$ cat config.mk
export PLATFORM = sky130hd
export DESIGN_NAME = buck_pwm_sequencer
export DESIGN_NICKNAME = d
export VERILOG_FILES = /design/src/bps_pkg.sv /design/src/bps_softstart.sv /design/src/bps_gate_seq.sv /design/src/buck_pwm_sequencer.sv
export SDC_FILE = /design/constraint.sdc
export NUM_CORES = 1
export LEC_CHECK = 0
export ABC_AREA = 1
export BUFFER_PORTS_ARGS = -buffer_cell sky130_fd_sc_hd__buf_2
export CORE_MARGIN = 10
export CORE_UTILIZATION = 30
export DETAILED_ROUTE_END_ITERATION = 7
export GPL_TIMING_DRIVEN = 0
export SLEW_MARGIN = 30
export SYNTH_ARGS = -nofsm -noshare
export SYNTH_HDL_FRONTEND = slang
export SYNTH_HIERARCHICAL = 1
export SYNTH_SLANG_ARGS = --single-unit
$ cat constraint.sdc
create_clock -name core_clk -period 1.5 [get_ports core_clk]
set_input_delay 0.075 -clock core_clk [delete_from_list [all_inputs] [get_ports core_clk]]
set_output_delay 0.075 -clock core_clk [all_outputs]
set_load 0.03 [all_outputs]
$ cat src/bps_pkg.sv
package bps_pkg;
  // Three-state limit-select pin encodings.
  localparam logic [1:0] LIM_LOW = 2'h0;
  localparam logic [1:0] LIM_FLOAT = 2'h1;
  localparam logic [1:0] LIM_HIGH = 2'h2;
  // Short-circuit threshold select codes for the analog comparator.
  localparam logic [1:0] SC_TH_105MV = 2'h0;
  localparam logic [1:0] SC_TH_210MV = 2'h1;
  localparam logic [1:0] SC_TH_320MV = 2'h2;
  // Soft-start figures.
  localparam int SS_STEPS = 64;
  localparam int SS_CYCLES_STD = 1024;
  localparam int SS_CYCLES_FAST = 4096;
  localparam logic [5:0] SS_CODE_MIN = 6'h00;
  localparam logic [5:0] SS_CODE_MAX = 6'h3f;
  localparam logic [11:0] SS_DIV_STD = 12'(SS_CYCLES_STD / SS_STEPS);
  localparam logic [11:0] SS_DIV_FAST = 12'(SS_CYCLES_FAST / SS_STEPS);
  // Sequencer states.
  typedef enum logic [1:0] {
    BPS_OFF = 2'b00,
    BPS_SOFT = 2'b01,
    BPS_RUN = 2'b10
  } bps_mode_t;
  // Gate phases within a switching cycle.
  typedef enum logic [2:0] {
    BPS_LOW_ON = 3'b000,
    BPS_DT_RISE = 3'b001,
    BPS_HIGH_ON = 3'b010,
    BPS_DT_FALL = 3'b011,
    BPS_IDLE = 3'b100
  } bps_gate_t;
endpackage

$ cat src/bps_softstart.sv
`timescale 1ns/100ps
module bps_softstart (
  // Clock and reset.
  input wire logic core_clk,
  input wire logic resetn,
  // Control.
  input wire logic restart,
  input wire logic run,
  input wire logic fast_variant,
  input wire logic sw_cycle,
  // Status.
  output logic [5:0] dac_code,
  output logic done
);
  logic [11:0] div_cnt;
  logic [11:0] next_div_cnt;
  logic [5:0] next_dac_code;
  logic [11:0] div_last;

  // Step size in switching cycles depends on variant.
  always_comb begin
    div_last = (fast_variant ? bps_pkg::SS_DIV_FAST : bps_pkg::SS_DIV_STD) - 12'h001;
    next_div_cnt = div_cnt;
    next_dac_code = dac_code;
    if (restart) begin
      next_div_cnt = 12'h000;
      next_dac_code = bps_pkg::SS_CODE_MIN;
    end else if (run && sw_cycle && !(dac_code == bps_pkg::SS_CODE_MAX && div_cnt == div_last))
        begin
      // The divider keeps counting on the top code so the last step lasts a full step time.
      if (div_cnt == div_last) begin
        next_div_cnt = 12'h000;
        next_dac_code = dac_code + 6'h01;
      end else begin
        next_div_cnt = div_cnt + 12'h001;
      end
    end
  end

  // Registers only; the code saturates at the top value and holds there.
  always_ff @(posedge core_clk) begin
    if (!resetn) begin
      div_cnt <= 12'h000;
      dac_code <= bps_pkg::SS_CODE_MIN;
    end else begin
      div_cnt <= next_div_cnt;
      dac_code <= next_dac_code;
    end
  end

  // Complete on the last switching cycle of the final step, so the ramp spans the whole period.
  assign done = (dac_code == bps_pkg::SS_CODE_MAX) && (div_cnt == div_last) && sw_cycle;

  a_code_mono: assert property (@(posedge core_clk) disable iff (!resetn)
    !$past(restart) |-> dac_code >= $past(dac_code)) else $error("Soft-start code fell.");
endmodule // bps_softstart

$ cat src/bps_gate_seq.sv
`timescale 1ns/100ps
module bps_gate_seq (
  // Clock and reset.
  input wire logic core_clk,
  input wire logic resetn,
  // Control.
  input wire logic enable,
  input wire logic sw_cycle,
  input wire logic max_duty,
  // Comparators.
  input wire logic pwm_trip,
  input wire logic peak_limit,
  input wire logic short_trip,
  input wire logic high_sensed_on,
  input wire logic low_sensed_on,
  // Gate commands.
  output logic high_gate_drive,
  output logic low_gate_drive,
  output logic skip_event
);
  bps_pkg::bps_gate_t phase;
  bps_pkg::bps_gate_t next_phase;
  logic next_high;
  logic next_low;
  logic next_skip;
  logic pending;
  logic next_pending;

  // Cycle phases: a start request waits for the low gate to be sensed off.
  always_comb begin
    next_phase = phase;
    next_pending = pending;
    next_skip = 1'b0;
    if (!enable) begin
      next_phase = bps_pkg::BPS_IDLE;
      next_pending = 1'b0;
    end else begin
      if (sw_cycle) begin
        next_pending = 1'b1;
      end
      unique case (phase)
        bps_pkg::BPS_IDLE: next_phase = bps_pkg::BPS_LOW_ON;
        bps_pkg::BPS_LOW_ON: begin
          if (pending || sw_cycle) begin
            if (short_trip) begin
              next_skip = sw_cycle;
            end else begin
              next_phase = bps_pkg::BPS_DT_RISE;
              next_pending = 1'b0;
            end
          end
        end
        bps_pkg::BPS_DT_RISE: begin
          if (!low_sensed_on) begin
            next_phase = bps_pkg::BPS_HIGH_ON;
          end
        end
        bps_pkg::BPS_HIGH_ON: begin
          if (pwm_trip || peak_limit || max_duty) begin
            next_phase = bps_pkg::BPS_DT_FALL;
          end
        end
        bps_pkg::BPS_DT_FALL: begin
          if (!high_sensed_on) begin
            next_phase = bps_pkg::BPS_LOW_ON;
          end
        end
        default: next_phase = bps_pkg::BPS_IDLE;
      endcase
    end
    next_high = (next_phase == bps_pkg::BPS_HIGH_ON);
    next_low = (next_phase == bps_pkg::BPS_LOW_ON);
  end

  // Gate commands are registered so they never glitch.
  always_ff @(posedge core_clk) begin
    if (!resetn) begin
      phase <= bps_pkg::BPS_IDLE;
      pending <= 1'b0;
      high_gate_drive <= 1'b0;
      low_gate_drive <= 1'b0;
      skip_event <= 1'b0;
    end else begin
      phase <= next_phase;
      pending <= next_pending;
      high_gate_drive <= next_high;
      low_gate_drive <= next_low;
      skip_event <= next_skip;
    end
  end

  a_no_overlap: assert property (@(posedge core_clk) disable iff (!resetn)
    !(high_gate_drive && low_gate_drive)) else $error("Both gates on.");
  a_high_waits: assert property (@(posedge core_clk) disable iff (!resetn)
    $rose(high_gate_drive) |-> !$past(low_sensed_on)) else $error("High on while low sensed.");
  a_low_waits: assert property (@(posedge core_clk) disable iff (!resetn)
    $rose(low_gate_drive) && $past(phase) == bps_pkg::BPS_DT_FALL |-> !$past(high_sensed_on))
    else $error("Low on while high sensed.");
  a_trip_off: assert property (@(posedge core_clk) disable iff (!resetn)
    high_gate_drive && pwm_trip |=> !high_gate_drive) else $error("High stayed on after trip.");
  a_limit_off: assert property (@(posedge core_clk) disable iff (!resetn)
    high_gate_drive && peak_limit |=> !high_gate_drive) else $error("High on past limit.");
  a_short_hold: assert property (@(posedge core_clk) disable iff (!resetn)
    enable && low_gate_drive && short_trip |=> !high_gate_drive) else $error("Skip failed.");
  a_off_gates: assert property (@(posedge core_clk) disable iff (!resetn)
    !enable |=> !high_gate_drive && !low_gate_drive) else $error("Gates on while disabled.");
endmodule // bps_gate_seq

$ cat src/buck_pwm_sequencer.sv
`timescale 1ns/100ps
module buck_pwm_sequencer (
  // Clock and reset.
  input wire logic core_clk,
  input wire logic resetn,
  // Variant straps.
  input wire logic fast_variant,
  input wire logic limit_selectable,
  input wire logic [1:0] limit_select_pin,
  // Switching oscillator timing.
  input wire logic sw_cycle,
  input wire logic max_duty,
  // Startup and fault comparators.
  input wire logic supply_low_lockout,
  input wire logic ref_ok,
  input wire logic bias_ready,
  input wire logic thermal_hot,
  input wire logic comp_pulled_low,
  // Current comparators and gate sensing.
  input wire logic pwm_trip,
  input wire logic peak_limit,
  input wire logic short_trip,
  input wire logic high_sensed_on,
  input wire logic low_sensed_on,
  // Gate commands.
  output logic high_gate_drive,
  output logic low_gate_drive,
  // Analog settings.
  output logic [1:0] short_thresh_sel,
  output logic [5:0] ss_dac_code,
  // Status.
  output logic in_regulation,
  output logic soft_starting,
  output logic lockout_seen,
  output logic thermal_seen,
  output logic short_skip_seen
);
  bps_pkg::bps_mode_t mode;
  bps_pkg::bps_mode_t next_mode;
  logic conds_ok;
  logic ss_done;
  logic ss_restart;
  logic skip_event;
  logic [1:0] next_short_thresh_sel;
  logic next_lockout_seen;
  logic next_thermal_seen;
  logic next_short_skip_seen;

  // The supply comparator carries its own 2.75V/2.8V hysteresis, so a
  // clean level is enough here; no digital filter is added.
  assign conds_ok = !supply_low_lockout && ref_ok && bias_ready && !thermal_hot
                    && !comp_pulled_low;

  // Startup mode: any loss of conditions drops to off and rearms soft-start.
  always_comb begin
    next_mode = mode;
    unique case (mode)
      bps_pkg::BPS_OFF: begin
        if (conds_ok) begin
          next_mode = bps_pkg::BPS_SOFT;
        end
      end
      bps_pkg::BPS_SOFT: begin
        if (!conds_ok) begin
          next_mode = bps_pkg::BPS_OFF;
        end else if (ss_done) begin
          next_mode = bps_pkg::BPS_RUN;
        end
      end
      bps_pkg::BPS_RUN: begin
        if (!conds_ok) begin
          next_mode = bps_pkg::BPS_OFF;
        end
      end
      default: next_mode = bps_pkg::BPS_OFF;
    endcase
  end

  assign ss_restart = (mode == bps_pkg::BPS_OFF);

  // Threshold decode; fixed-threshold parts ignore the pin.
  always_comb begin
    next_short_thresh_sel = bps_pkg::SC_TH_210MV;
    if (limit_selectable) begin
      unique case (limit_select_pin)
        bps_pkg::LIM_HIGH: next_short_thresh_sel = bps_pkg::SC_TH_320MV;
        bps_pkg::LIM_LOW: next_short_thresh_sel = bps_pkg::SC_TH_105MV;
        default: next_short_thresh_sel = bps_pkg::SC_TH_210MV;
      endcase
    end
  end

  // Sticky flags: set only, cleared by reset alone.
  always_comb begin
    next_lockout_seen = lockout_seen || supply_low_lockout;
    next_thermal_seen = thermal_seen || thermal_hot;
    next_short_skip_seen = short_skip_seen || skip_event;
  end

  // State registers for mode, threshold and flags.
  always_ff @(posedge core_clk) begin
    if (!resetn) begin
      mode <= bps_pkg::BPS_OFF;
      short_thresh_sel <= bps_pkg::SC_TH_210MV;
      lockout_seen <= 1'b0;
      thermal_seen <= 1'b0;
      short_skip_seen <= 1'b0;
    end else begin
      mode <= next_mode;
      short_thresh_sel <= next_short_thresh_sel;
      lockout_seen <= next_lockout_seen;
      thermal_seen <= next_thermal_seen;
      short_skip_seen <= next_short_skip_seen;
    end
  end

  assign in_regulation = (mode == bps_pkg::BPS_RUN);
  assign soft_starting = (mode == bps_pkg::BPS_SOFT);

  // Soft-start DAC ramp counted in switching cycles.
  bps_softstart u_ss (
    .core_clk(core_clk),
    .resetn(resetn),
    .restart(ss_restart),
    .run(soft_starting),
    .fast_variant(fast_variant),
    .sw_cycle(sw_cycle),
    .dac_code(ss_dac_code),
    .done(ss_done)
  );

  // Gate sequencing runs while soft-start or regulation is active.
  bps_gate_seq u_gate (
    .core_clk(core_clk),
    .resetn(resetn),
    .enable(conds_ok && mode != bps_pkg::BPS_OFF),
    .sw_cycle(sw_cycle),
    .max_duty(max_duty),
    .pwm_trip(pwm_trip),
    .peak_limit(peak_limit),
    .short_trip(short_trip),
    .high_sensed_on(high_sensed_on),
    .low_sensed_on(low_sensed_on),
    .high_gate_drive(high_gate_drive),
    .low_gate_drive(low_gate_drive),
    .skip_event(skip_event)
  );

  a_supply_low_lockout_gates: assert property (@(posedge core_clk) disable iff (!resetn)
    supply_low_lockout |=> ##1 !high_gate_drive && !low_gate_drive) else $error("Gates in lockout.");
  a_shdn_gates: assert property (@(posedge core_clk) disable iff (!resetn)
    comp_pulled_low [*2] |=> !high_gate_drive && !low_gate_drive) else $error("Gates in shutdown.");
  a_restart_low: assert property (@(posedge core_clk) disable iff (!resetn)
    mode == bps_pkg::BPS_OFF |=> ss_dac_code == bps_pkg::SS_CODE_MIN) else $error("No rearm.");
  a_start_soft: assert property (@(posedge core_clk) disable iff (!resetn)
    mode == bps_pkg::BPS_OFF |=> mode != bps_pkg::BPS_RUN) else $error("Skipped soft-start.");
  a_reg_full: assert property (@(posedge core_clk) disable iff (!resetn)
    in_regulation |-> ss_dac_code == bps_pkg::SS_CODE_MAX) else $error("Regulating below top.");
  a_thresh_fix: assert property (@(posedge core_clk) disable iff (!resetn)
    !$past(limit_selectable) |-> short_thresh_sel == bps_pkg::SC_TH_210MV)
    else $error("Fixed threshold wrong.");
  a_flag_hold: assert property (@(posedge core_clk) disable iff (!resetn)
    thermal_hot |=> thermal_seen [*2]) else $error("Thermal flag lost.");
endmodule // buck_pwm_sequencer

==> reports/results.env <==
STATUS='finished with violations'
VIOLATIONS_IN_THE_FINAL_REPORTS='negative setup slack'
RELSLEWSLACK=0.802
FINALPOWER_mW=1.63
POST-PLACE-WS_NS=-0.227
WORSTMARGINPINSLEW_NS=0.297
TIMING.CLOCK.SKEW_NS=0.00550
REGTOREGENDPOINT='mode[1]'
LAYOUT_SETUP_WS_NS=-0.0503
DESIGN.CORE.AREA_UM2=5850
SYNTH-EDFF-COUNT=0
CTS_TREE='yes'
FP.DIEAREA_UM2=9480
CTS-ROOT-TO-SINK-BUFFERS=2
POST_SYNTH_INSTANCE_AREA_UM2=1800
DRIVE_ABOVE_1_SHARE=0.321
POST-ROUTE-PERIOD-UTIL=1.03
WORSTSETUPENDPOINT='mode[1]'
SETUP.WORST_PATH.CLASS='reg2reg'
MOST-COMMON-LAYOUT-CELLS='55 x sky130_fd_sc_hd__nand2_1, 51 x sky130_fd_sc_hd__nor2_1, 32 x sky130_fd_sc_hd__inv_1, 32 x sky130_fd_sc_hd__buf_2, 27 x sky130_fd_sc_hd__dfxtp_1'
DIE_H_UM=97.4
CLK-INSERTION-DELAY-LATE_NS=0.28
CTS-HTREE-LEVELS=2
HPWL_UM=3090
SYNTH_FP_NETS=288
ROUTABILITYCONGESTION=0.848
TRITONCTS.NUM_BUFFERS=5
AVGVIACOUNTPERCELL=4.40
ROUTED_WIRE_LENGTH_PER_INSTANCE_UM=10.6
START_UTIL=0.307
TOTAL_ROUTING_USAGE_GR=0.0894
REQUIRED_TIME_REPORTED_FOR_THE_CRITICAL_PATH_ENDPOINT_NS=1.72
CP-STARTPOINT='u_ss/div_cnt[1]'
TOTALWIRELENGTH_UM=4180
DRC=0
P_LEAK_nW=1.09
FINALHOLDVIOLATIONS=0
ROUTED-VIA-COUNT=1730
MAPPED_CELLS=268
YS_DOMINANT_REG_CELL='sky130_fd_sc_hd__dfxtp_1'
FINAL_COMMON_CELL='sky130_fd_sc_hd__nand2_1'
IO_BUFFER_COUNT=32
ASYNC_FLOP_SHARE=0
SYNTH.YOSYS.SEQ_AREA_SHARE=0.357
R2R_PATH_START='u_ss/div_cnt[1]'
SYNTH_SEQ_CELLS=32
P_PER_AREA_nW_PER_UM2=695
DIE-WIDTH_UM=97.4
SYN2LAYOUT_AREA_GROWTH_PCT=30.2
STARTPOINT_TYPE='register'
POST-PLACE-CELLS=375
NUMBER_OF_TOP_LEVEL_PINS=33
CTS.REPORTEDPATHS.CLKPINSLEW_NS=0.07
TIMING.CRITICAL_PATH.TO_TYPE='register'
SETUP_REPAIR_AFTER_GLOBAL_ROUTING_MISSED_ITS_MARGIN='yes'
ANT_NETS=0
DRT_FIRST_ITER_VIOLATIONS=73
GRT_PASS1_WL_UM=7360
FIRST_GLOBAL_VIAS=1689
CTS_ROOT_BUF='sky130_fd_sc_hd__clkbuf_8'
SETUP_VIOL=6
TIMING.FINAL.CRIT_PERIOD_NS=1.55
WORSTPATHMAXFANOUT=3
REG2REGPATHDEPTH=12
CRIT_ARRIVAL_NS=1.77
FINAL_CELLS=393
FINAL.SETUP.TNS_NS=-0.240
STD_CELL_ROWS=28
IR_WORST_VDD_uV=300
ANTENNA-DIODE-COUNT=0
HOLD_PATH_CLASS='in2reg'
FIN_NETS=337
GRT_MAX_DEGREE=12
DRV_SLEW=0
REG2REG_SETUP_SLACK_NS=-0.05
DRTPASS1ITERATIONS=4
TIMING.FMAX_MHz=645
POST_SYNTH.CELL_AREA_AVG_UM2=6.70
CTS_NUM_SINKS=32
SYNTH_WARNINGS=6
ANTENNA_FOUND_INITIAL=0
FILLCELLCOUNT=614
NUMBER_OF_DISTINCT_STANDARD_CELLS_REFERENCED_BY_THE_SYNTHESIZED_NETLIST=28
GRT_OVERFLOW=0
MAX_CAP_VIOL_COUNT=0
## registers in the layout, indices dropped and copies added, names as in the netlist
| register | cells |
|---|---|
| lockout_seen | 1 |
| mode | 2 |
| short_skip_seen | 1 |
| short_thresh_sel | 2 |
| thermal_seen | 1 |
| u_gate/high_gate_drive | 1 |
| u_gate/low_gate_drive | 1 |
| u_gate/pending | 1 |
| u_gate/phase | 3 |
| u_gate/skip_event | 1 |
| u_ss/dac_code | 6 |
| u_ss/div_cnt | 12 |
## metal layers
metal  vias up  GRT usage  wire, µm
met5         -          0         0
met4         0     0.0235        36
met3         6     0.0299       189
met2        40      0.154      1990
met1       751      0.102      1970
li1        933          -         -
## timing repair
item	CTS	global route
hold buffers	2	0
gates resized for setup	15	8
cloned	0	0
endpoints found under the setup margin	20	20
endpoints found under the hold margin	2	0
buffers inserted	7	1
pin swaps	9	9
## synthesized netlist by cell type, types with 3 or more instances
library cell	n	area share
sky130_fd_sc_hd__nand4_1	7	0.024
sky130_fd_sc_hd__nor2_1	55	0.11
sky130_fd_sc_hd__nand2_1	61	0.13
sky130_fd_sc_hd__nand3b_1	3	0.013
sky130_fd_sc_hd__o21ai_0	6	0.017
sky130_fd_sc_hd__nor2_2	5	0.017
sky130_fd_sc_hd__inv_1	34	0.071
sky130_fd_sc_hd__dfxtp_1	32	0.36
sky130_fd_sc_hd__inv_2	5	0.010
sky130_fd_sc_hd__xor2_1	5	0.024
sky130_fd_sc_hd__nand3_2	3	0.017
sky130_fd_sc_hd__a21oi_1	8	0.022
sky130_fd_sc_hd__nand3_1	17	0.047
sky130_fd_sc_hd__a21oi_2	5	0.024
## critical path, stage by stage, from the launching register on
cell	delay [ns]
sky130_fd_sc_hd__dfxtp_4	0.37
sky130_fd_sc_hd__ha_4	0.15
sky130_fd_sc_hd__nand2_4	0.06
sky130_fd_sc_hd__nor2_4	0.11
sky130_fd_sc_hd__nand3_2	0.10
sky130_fd_sc_hd__nor2_4	0.13
sky130_fd_sc_hd__nand2_4	0.07
sky130_fd_sc_hd__buf_4	0.15
sky130_fd_sc_hd__nor2_2	0.07
sky130_fd_sc_hd__nand2_1	0.07
sky130_fd_sc_hd__nor2_1	0.09
sky130_fd_sc_hd__nor2_1	0.04
sky130_fd_sc_hd__nor2_1	0.08
## cells by family after synthesis
group / synth area share
adders and majority gates: 0.0139
and+or+nand+nor: 0.416
AOI/OAI and AO/OA: 0.0766
xor gates and xnor gates: 0.0341
buffers and inverters: 0.103
DFF: 0.357
## per-stage QoR
stage | area [µm²] | hold slack [ns] | utilization
4_1_cts | 2300 | 0.00209 | 0.393
3_5_place_dp | 2080 | 0.295 | 0.356
3_3_place_gp | 2080 | 0.287 | 0.356
2_1_floorplan | 1830 | 0.182 | -
6_report | 2340 | 0.0121 | 0.400
5_1_grt | 2340 | 0.0155 | 0.400
## how the worst min path moves through the flow
stage / from / end / slack (ns) / cells past startpoint
after CTS: limit_selectable / short_thresh_sel[0] / 0.002 / 2
after global routing: limit_selectable / short_thresh_sel[0] / 0.02 / 2
final: limit_selectable / short_thresh_sel[0] / 0.01 / 2
after global placement: limit_select_pin[0] / short_thresh_sel[0] / 0.29 / 2
after detailed placement: limit_select_pin[1] / short_thresh_sel[1] / 0.29 / 3
after floorplan: limit_selectable / short_thresh_sel[0] / 0.18 / 1
## power breakdown
part	switching (mW)	internal, mW	total [mW]
registers	0.00233	0.850	0.852
logic	0.0428	0.0324	0.0753
clock network	0.329	0.371	0.700
## final cells by class
type / count / area (µm²) / share of cell area
multi-input combinational: 193 / 1060 / 0.453
clock buffer: 6 / 82.6 / 0.0353
inverter: 40 / 158 / 0.0674
clock inverter: 2 / 15.0 / 0.00642
tap: 75 / 93.8 / 0.0401
buffer: 3 / 36.3 / 0.0155
timing repair buffer: 42 / 240 / 0.103
sequential: 32 / 654 / 0.280
(Power assumes the default switching activity.)
